File: src/design/hcs_pkg.sv
// Package of constants and types for the hub configuration source selector
package hcs_pkg;

   // ==========================================================
   // Strap decode of the configuration source
   typedef enum logic [1:0] {
      HCS_SRC_RSVD    = 2'h0,
      HCS_SRC_SMBUS   = 2'h1,
      HCS_SRC_DEFAULT = 2'h2,
      HCS_SRC_EEPROM  = 2'h3
   } hcs_src_t;

   // ==========================================================
   // Sequencer states, one-hot
   typedef enum logic [3:0] {
      HCS_ST_SETTLE = 4'h1,
      HCS_ST_LOAD   = 4'h2,
      HCS_ST_READY  = 4'h4,
      HCS_ST_HALT   = 4'h8
   } hcs_state_t;

   // ==========================================================
   // Field widths, counts and the SMBus slave address
   localparam int          ID_W          = 16;
   localparam int          NUM_PORTS     = 7;
   localparam int          TT_BUF_W      = 3;
   localparam logic [2:0]  TT_NP_BUFS    = 3'h4;
   localparam logic [6:0]  SMBUS_ADDR    = 7'h2c;

   // ==========================================================
   // Built-in default identity values (arbitrary, neutral values)
   localparam logic [15:0] DEF_VID       = 16'h1234;
   localparam logic [15:0] DEF_PID       = 16'h5678;
   localparam logic [15:0] DEF_DID       = 16'h0100;

   // ==========================================================
   // Reset values
   localparam logic [15:0] RST_ID        = 16'h0000;

   // ==========================================================
   // Timing
   localparam int          CLK_PERIOD_NS = 20;
   localparam int          SYNC_STAGES   = 2;
   localparam logic [1:0]  SETTLE_CYCLES = 2'h2;
   localparam int          RESET_MIN_NS  = 1000;
   localparam int          RESET_MIN_CYC = (RESET_MIN_NS + CLK_PERIOD_NS - 1) / CLK_PERIOD_NS;

endpackage

File: src/design/hcs_sync_if.sv
// Interface carrying synchronised pin levels between the selector modules
`timescale 1ns/1ps
interface hcs_sync_if #(
   parameter int W = 3
);
   logic [W-1:0] level;

   modport src (output level);
   modport dst (input  level);
endinterface

File: src/design/hcs_pin_sync.sv
// Two-stage synchroniser for the strap and power detect pins
`timescale 1ns/1ps
module hcs_pin_sync #(
   parameter int W = 3
) (
   input  wire logic         mclk,
   input  wire logic         resetn,
   input  wire logic [W-1:0] pin_raw,
   hcs_sync_if.src           sync
);

   logic [W-1:0] meta_r;
   logic [W-1:0] meta_nxt;
   logic [W-1:0] stab_r;
   logic [W-1:0] stab_nxt;

   // ==========================================================
   // Next values, first stage read only by second stage
   always_comb begin
      meta_nxt = pin_raw; // No reset gate ahead of the first flop
      stab_nxt = meta_r;
      if (!resetn) begin
         stab_nxt = '0;
      end
   end

   // Register stages
   always_ff @(posedge mclk) begin
      meta_r <= meta_nxt;
      stab_r <= stab_nxt;
   end

   assign sync.level = stab_r;

endmodule

File: src/design/hcs_top.sv
// Configuration source selector and identity/power reporter of the hub
`timescale 1ns/1ps
module hcs_top #(
   parameter logic [15:0] DEFAULT_VID = hcs_pkg::DEF_VID,
   parameter logic [15:0] DEFAULT_PID = hcs_pkg::DEF_PID,
   parameter logic [15:0] DEFAULT_DID = hcs_pkg::DEF_DID,
   parameter int          NUM_PORTS   = hcs_pkg::NUM_PORTS
) (
   input  wire logic                          mclk,
   input  wire logic                          resetn,
   input  wire logic                          config_source_sel_hi,
   input  wire logic                          config_source_sel_lo,
   input  wire logic                          local_power_detect,
   input  wire logic                          load_done,
   input  wire logic [hcs_pkg::ID_W-1:0]      load_vid,
   input  wire logic [hcs_pkg::ID_W-1:0]      load_pid,
   input  wire logic [hcs_pkg::ID_W-1:0]      load_did,
   input  wire logic                          load_self_powered,
   output logic                               smbus_load_req,
   output logic                               eeprom_load_req,
   output logic [6:0]                         smbus_slave_addr,
   output logic [1:0]                         config_source,
   output logic                               config_source_valid,
   output logic                               strap_reserved,
   output logic                               hub_configured,
   output logic                               upstream_attach_en,
   output logic [hcs_pkg::ID_W-1:0]           vendor_id,
   output logic [hcs_pkg::ID_W-1:0]           product_id,
   output logic [hcs_pkg::ID_W-1:0]           device_release,
   output logic                               self_powered,
   output logic [NUM_PORTS-1:0]               port_available,
   output logic [NUM_PORTS-1:0]               tt_enable,
   output logic [hcs_pkg::TT_BUF_W-1:0]       tt_nonperiodic_bufs
);

   // ==========================================================
   // Pin synchronisation
   hcs_sync_if #(.W(3)) pins_if ();

   hcs_pin_sync #(
      .W (3)
   ) u_sync (
      .mclk    (mclk),
      .resetn  (resetn),
      .pin_raw ({config_source_sel_hi, config_source_sel_lo, local_power_detect}),
      .sync    (pins_if)
   );

   logic [1:0] strap_sync;
   logic       pwr_sync;

   assign strap_sync = pins_if.level[2:1];
   assign pwr_sync   = pins_if.level[0];

   // ==========================================================
   // State
   hcs_pkg::hcs_state_t         state_r;
   hcs_pkg::hcs_state_t         state_nxt;
   hcs_pkg::hcs_src_t           src_r;
   hcs_pkg::hcs_src_t           src_nxt;
   logic [1:0]                  settle_r;
   logic [1:0]                  settle_nxt;
   logic                        src_valid_r;
   logic                        src_valid_nxt;
   logic                        cfgd_r;
   logic                        cfgd_nxt;
   logic                        rsvd_r;
   logic                        rsvd_nxt;
   logic [hcs_pkg::ID_W-1:0]    vid_r;
   logic [hcs_pkg::ID_W-1:0]    vid_nxt;
   logic [hcs_pkg::ID_W-1:0]    pid_r;
   logic [hcs_pkg::ID_W-1:0]    pid_nxt;
   logic [hcs_pkg::ID_W-1:0]    did_r;
   logic [hcs_pkg::ID_W-1:0]    did_nxt;
   logic                        ld_spwr_r;
   logic                        ld_spwr_nxt;
   logic                        spwr_r;
   logic                        spwr_nxt;
   logic [NUM_PORTS-1:0]        ports_r;
   logic [NUM_PORTS-1:0]        ports_nxt;
   logic [NUM_PORTS-1:0]        tt_r;
   logic [NUM_PORTS-1:0]        tt_nxt;

   // Decode of the strap pair into a source
   function automatic hcs_pkg::hcs_src_t decode_src(input logic [1:0] s);
      hcs_pkg::hcs_src_t d;
      d = hcs_pkg::hcs_src_t'(s);
      return d;
   endfunction

   // ==========================================================
   // Sequencer: settle, latch, load, ready
   always_comb begin
      state_nxt     = state_r;
      src_nxt       = src_r;
      settle_nxt    = settle_r;
      src_valid_nxt = src_valid_r;
      cfgd_nxt      = cfgd_r;
      rsvd_nxt      = rsvd_r;
      vid_nxt       = vid_r;
      pid_nxt       = pid_r;
      did_nxt       = did_r;
      ld_spwr_nxt   = ld_spwr_r;
      unique case (state_r)
         hcs_pkg::HCS_ST_SETTLE: begin
            // Wait for synchroniser to hold post-release pin levels
            if (settle_r == hcs_pkg::SETTLE_CYCLES) begin
               src_nxt       = decode_src(strap_sync);
               src_valid_nxt = 1'b1;
               unique case (decode_src(strap_sync))
                  hcs_pkg::HCS_SRC_RSVD: begin
                     rsvd_nxt  = 1'b1;
                     state_nxt = hcs_pkg::HCS_ST_HALT;
                  end
                  hcs_pkg::HCS_SRC_DEFAULT: begin
                     vid_nxt   = DEFAULT_VID;
                     pid_nxt   = DEFAULT_PID;
                     did_nxt   = DEFAULT_DID;
                     cfgd_nxt  = 1'b1;
                     state_nxt = hcs_pkg::HCS_ST_READY;
                  end
                  hcs_pkg::HCS_SRC_SMBUS,
                  hcs_pkg::HCS_SRC_EEPROM: begin
                     state_nxt = hcs_pkg::HCS_ST_LOAD;
                  end
               endcase
            end else begin
               settle_nxt = 2'(settle_r + 2'h1);
            end
         end
         hcs_pkg::HCS_ST_LOAD: begin
            // Capture the downloaded identity and power fields
            if (load_done) begin
               vid_nxt     = load_vid;
               pid_nxt     = load_pid;
               did_nxt     = load_did;
               ld_spwr_nxt = load_self_powered;
               cfgd_nxt    = 1'b1;
               state_nxt   = hcs_pkg::HCS_ST_READY;
            end
         end
         hcs_pkg::HCS_ST_READY: begin
            state_nxt = hcs_pkg::HCS_ST_READY;
         end
         hcs_pkg::HCS_ST_HALT: begin
            state_nxt = hcs_pkg::HCS_ST_HALT;
         end
         default: begin
            state_nxt = hcs_pkg::HCS_ST_SETTLE;
         end
      endcase
      if (!resetn) begin
         state_nxt     = hcs_pkg::HCS_ST_SETTLE;
         src_nxt       = hcs_pkg::HCS_SRC_RSVD;
         settle_nxt    = 2'h0;
         src_valid_nxt = 1'b0;
         cfgd_nxt      = 1'b0;
         rsvd_nxt      = 1'b0;
         vid_nxt       = hcs_pkg::RST_ID;
         pid_nxt       = hcs_pkg::RST_ID;
         did_nxt       = hcs_pkg::RST_ID;
         ld_spwr_nxt   = 1'b0;
      end
   end

   // Register sequencer state
   always_ff @(posedge mclk) begin
      state_r     <= state_nxt;
      src_r       <= src_nxt;
      settle_r    <= settle_nxt;
      src_valid_r <= src_valid_nxt;
      cfgd_r      <= cfgd_nxt;
      rsvd_r      <= rsvd_nxt;
      vid_r       <= vid_nxt;
      pid_r       <= pid_nxt;
      did_r       <= did_nxt;
      ld_spwr_r   <= ld_spwr_nxt;
   end

   // ==========================================================
   // Power status, port availability and translators
   always_comb begin
      spwr_nxt  = 1'b0;
      ports_nxt = '0;
      tt_nxt    = '0;
      if (cfgd_r) begin
         // High detect level means a local supply is present
         if (src_r == hcs_pkg::HCS_SRC_DEFAULT) begin
            spwr_nxt = pwr_sync;
         end else begin
            spwr_nxt = ld_spwr_r;
         end
         if (spwr_r) begin
            ports_nxt = '1;
         end else begin
            ports_nxt = '1;
         end
         tt_nxt = '1;
      end
      if (!resetn) begin
         spwr_nxt  = 1'b0;
         ports_nxt = '0;
         tt_nxt    = '0;
      end
   end

   // Register power and port outputs
   always_ff @(posedge mclk) begin
      spwr_r  <= spwr_nxt;
      ports_r <= ports_nxt;
      tt_r    <= tt_nxt;
   end

   // ==========================================================
   // Outputs
   assign smbus_load_req      = (state_r == hcs_pkg::HCS_ST_LOAD) &&
                                (src_r == hcs_pkg::HCS_SRC_SMBUS);
   assign eeprom_load_req     = (state_r == hcs_pkg::HCS_ST_LOAD) &&
                                (src_r == hcs_pkg::HCS_SRC_EEPROM);
   assign smbus_slave_addr    = hcs_pkg::SMBUS_ADDR;
   assign config_source       = src_r;
   assign config_source_valid = src_valid_r;
   assign strap_reserved      = rsvd_r;
   assign hub_configured      = cfgd_r;
   assign upstream_attach_en  = cfgd_r;
   assign vendor_id           = vid_r;
   assign product_id          = pid_r;
   assign device_release      = did_r;
   assign self_powered        = spwr_r;
   assign port_available      = ports_r;
   assign tt_enable           = tt_r;
   assign tt_nonperiodic_bufs = hcs_pkg::TT_NP_BUFS;

endmodule

File: config.mk
export PLATFORM = sky130hd
export DESIGN_NAME = hcs_top
export DESIGN_NICKNAME = d
export VERILOG_FILES = /design/src/design/hcs_pkg.sv /design/src/design/hcs_sync_if.sv /design/src/design/hcs_pin_sync.sv /design/src/design/hcs_top.sv
export SDC_FILE = /design/constraint.sdc
export NUM_CORES = 1
export LEC_CHECK = 0
export ABC_AREA = 1
export BUFFER_PORTS_ARGS = -buffer_cell sky130_fd_sc_hd__buf_4
export CORE_MARGIN = 2
export CORE_UTILIZATION = 38
export DETAILED_ROUTE_END_ITERATION = 12
export PLACE_DENSITY = 0.7
export SYNTH_ARGS = -nofsm -noshare
export SYNTH_HDL_FRONTEND = slang
export SYNTH_SLANG_ARGS = --single-unit
File: constraint.sdc
create_clock -name mclk -period 1.6 [get_ports mclk]
set_input_delay 0.4 -clock mclk [delete_from_list [all_inputs] [get_ports mclk]]
set_output_delay 0.4 -clock mclk [all_outputs]
set_load 0.02 [all_outputs]
==> flow_metrics.py <==
metrics = {
    "cts": {
        "cts_buffers": 9,
        "clk_pin_slew_ns": 0.07,
        "clock_path_buffers": 2,
        "cts.sinks": 68,
        "htree_num_levels": 3,
        "cts_tree": "done",
        "cts_hold_buf": 0,
        "clk-insertion-delay-late_ns": 0.33,
        "cts_root_buffer": "clkbuf_8",
    },
    "power": {
        "power.leakage_nw": 1.74,
        "combinationalPowerShare_pct": 28.5,
        "vdd_drop_max_mv": 0.544,
        "pwr-share-seq_pct": 39.2,
        "power.total_mw": 5.00,
        "power_per_cell_area_mw_per_mm2": 1250,
        "internal-power_mw": 3.34,
        "clkPwrFrac_pct": 32.3,
        "power.switching_mw": 1.66,
        "swShare_pct": 33.3,
    },
    "synth": {
        "syn_inst": 323,
        "synthMuxAreaShare_pct": 0,
        "synth-seq-area-share_pct": 47.8,
        "synth_top_area_share_pct": 47.8,
        "synth_compound_area_share_pct": 17.0,
        "synth_area_leaders": "dfxtp_1 48%, nand2_1 7.5%, a21oi_2 7.4%",
        "postSynthAreaPerCell_sq_um": 8.82,
        "synth-simple-area-share_pct": 21.2,
        "synth_cell_type_count": 32,
        "synth_top_family_by_area": "simple AND/OR/NAND/NOR gates",
        "synth.largest_area_cell": "dfxtp_1",
        "yosysWarnings": 0,
        "synthXorXnorAreaFrac_pct": 0,
        "netlist_area_sq_mm": 0.00285,
        "synth-seq-cells": 68,
        "synth_fa_ha_area_share_pct": 0.439,
    },
    "sta": {
        "setup_viol": 0,
        "hold_violations": 0,
        "post-route-period-util_pct": 98.9,
        "final.min_clock_period_ns": 1.58,
        "tns_ns": 0,
        "hold_ws_ns": 0.171,
        "max_freq_ghz": 0.632,
        "rsz0062_at_grt": "true",
        "drv_slew": 0,
        "fin_skew_ns": 0.0119,
    },
    "critical_path": {
        "crit_fanout": 3,
        "required_ns": 1.20,
        "r2r_end": "product_id[10]",
        "reg2reg_slack_ns": 0.12,
        "end_kind": "primary output",
        "crit_path_top_delay_cell": "dfxtp_2",
        "slowest_delay_ns": 0.33,
        "crit_buf_inv": 2,
        "crit_type": "flip-flop to primary output",
        "worstPathCellList": "inv_2 > nor2_4 > nand2_4 > nor3_2 > buf_4",
        "crit_family": "flip-flops",
        "timing.rr.start": "state_r[2]",
        "worstRegToRegCells": 7,
        "critPathLaunchType": "flip-flop",
        "crit_arrival_ns": 1.18,
    },
    "final_layout": {
        "final_area_sq_mm": 0.00400,
        "utilization_pct": 55.1,
        "fin_nets": 493,
        "area.growth.synth_to_final_pct": 40.3,
        "fillers": 697,
        "drive_above_1_share_pct": 48.4,
        "antenna_cells": 0,
    },
    "min_path": {
        "hp-start": "local_power_detect",
        "min_to": "u_sync.meta_r[0]",
        "hold_path_class": "primary input to flip-flop",
        "whs_path_depth": 1,
    },
    "placement": {
        "portBuffers": 125,
        "post_dp_cell_area_sq_mm": 0.00370,
        "gp_routability_congestion": 0.769,
        "dp.final_hpwl_um": 4710,
    },
    "route": {
        "drc": 0,
        "viasPerCell": 4.56,
        "wl_per_cell_um": 12.5,
        "dr.pass1.iters": 4,
        "drt-total-wl_um": 6780,
        "drt_iter0_markers": 73,
        "vias": 2467,
        "ant_nets": 0,
    },
    "global_route": {
        "grt_max_degree": 36,
        "met1_usage_pct": 20.3,
        "grtUsageMet3_pct": 2.92,
        "grt_overflow": 0,
        "grt_pass1_vias": 2342,
        "antenna_found_initial": 0,
        "grt_busiest_layer": "met2",
        "grt_pass1_wl_um": 10900,
        "grt.total_usage_pct": 16.3,
        "grt_use_met2_pct": 27.5,
    },
    "floorplanning": {
        "num_rows": 31,
        "start_util_pct": 39.3,
        "fp.dieW_um": 90.6,
        "die_y_um": 90.6,
        "die-area_sq_mm": 0.00821,
        "ios": 136,
        "coreArea_sq_mm": 0.00725,
    },
    "run_status": {
        "outcome": "complete, no violations",
    },
    "run": {
        "maxCapViolations": 0,
    },
}
==> cell usage after synthesis <==
cell type / count
nand2_8: 1
a21oi_1: 30
buf_12: 2
nor2_8: 1
nor2_4: 3
buf_2: 1
o21ai_1: 9
buf_6: 2
o21a_1: 1
inv_1: 14
inv_2: 3
nand2_4: 3
a211oi_1: 1
nor3_1: 2
o21ai_2: 1
nand2_2: 19
nand3_2: 1
nor2_1: 22
nand3_1: 5
buf_8: 1
nand2_1: 57
nand3_4: 1
o21ai_0: 10
a31oi_1: 1
clkbuf_1: 6
dfxtp_1: 68
ha_1: 1
a21oi_2: 24
inv_4: 1
nand4_1: 3
buf_4: 27
conb_1: 2
==> layer usage <==
metal  vias up  share of wire [%]  wire length (um)
met3         4                5.7               384
met4         0               0.97                66
met1      1146                 42              2880
met2        80                 51              3450
met5         -                  0                 0
li1       1237                  -                 -
==> metrics by stage <==
stage	std cells	setup WS (ns)
final	541	0.0182
after global routing	541	-0.0494
after CTS	540	-0.00152
after detailed placement	521	0.0790
after global placement	521	0.139
after floorplan	331	0.0760
==> worst register-to-register path, delay by kind of cell, from the launching register on <==
kind                   cells  cell delay [ns]
AO/OA/AOI/OAI              1             0.09
AND/OR/NAND/NOR            4             0.59
flip-flops                 1             0.35
buffers and inverters      2             0.39
==> layout make-up <==
cell class,count,area (sq um),area share [%]
clock buffer,11,151,3.79
clock inverter,5,83.8,2.10
inverter,18,70.1,1.75
multi-input combinational,207,1180,29.4
sequential,68,1360,34.1
tap,99,124,3.10
timing repair buffer,133,1030,25.7
==> cells in the final DEF, fill, tap and decap left out, types with 3 or more instances in the layout <==
cell      count
buf_4       130
dfxtp_1      66
nand2_1      57
a21oi_1      30
a21oi_2      24
nor2_1       22
nand2_2      19
inv_1        12
clkbuf_8     11
o21ai_0      10
conb_1       10
o21ai_1       9
inv_2         5
nand3_1       5
nor2_4        3
nand2_4       3
nand4_1       3
==> power groups by stage <==
stage / logic, mW / clock network (mW) / registers (mW)
3_5_place_dp: 1.34 / 0 / 2.00
4_1_cts: 1.36 / 1.67 / 1.96
2_1_floorplan: 0.910 / 0 / 2.10
5_1_grt: 1.55 / 1.74 / 1.98
6_report: 1.43 / 1.61 / 1.96
3_3_place_gp: 1.32 / 0 / 1.99
==> logic make-up (layout without fill, tap and decap cells) <==
group	Yosys count	after routing
buffers and inverters	57	167
AND/OR/NAND/NOR	118	119
adder cells (fa/ha/maj)	1	1
other	2	10
flip-flops	68	68
AO/OA/AOI/OAI	77	77
==> timing repair <==
item | CTS | global route
endpoints found under the setup margin | 2 | 36
setup buffers | 3 | 0
pin swaps | 2 | 1
gates resized for setup | 4 | 4
cloned | 0 | 1
==> flip-flops by register name, summed over array words and instances (netlist names) <==
name	flops
config_source	2
state_r	4
hub_configured	1
config_source_valid	1
vendor_id	16
u_sync.meta_r	3
tt_enable	1
device_release	16
strap_reserved	1
product_id	16
u_sync.sync.level	3
settle_r	2
ld_spwr_r	1
self_powered	1
==> worst max-delay path by stage <==
stage / startpoint / endpoint / slack [ns] / cells past startpoint
floorplan: state_r[3] / eeprom_load_req / 0.08 / 3
global placement: settle_r[0] / vendor_id[8] / 0.14 / 9
detailed placement: settle_r[0] / product_id[8] / 0.08 / 9
CTS: state_r[1] / smbus_load_req / -0.002 / 5
global route: state_r[1] / eeprom_load_req / -0.05 / 5
finish: state_r[1] / smbus_load_req / 0.02 / 5
Power figures use the tool's default switching activity.
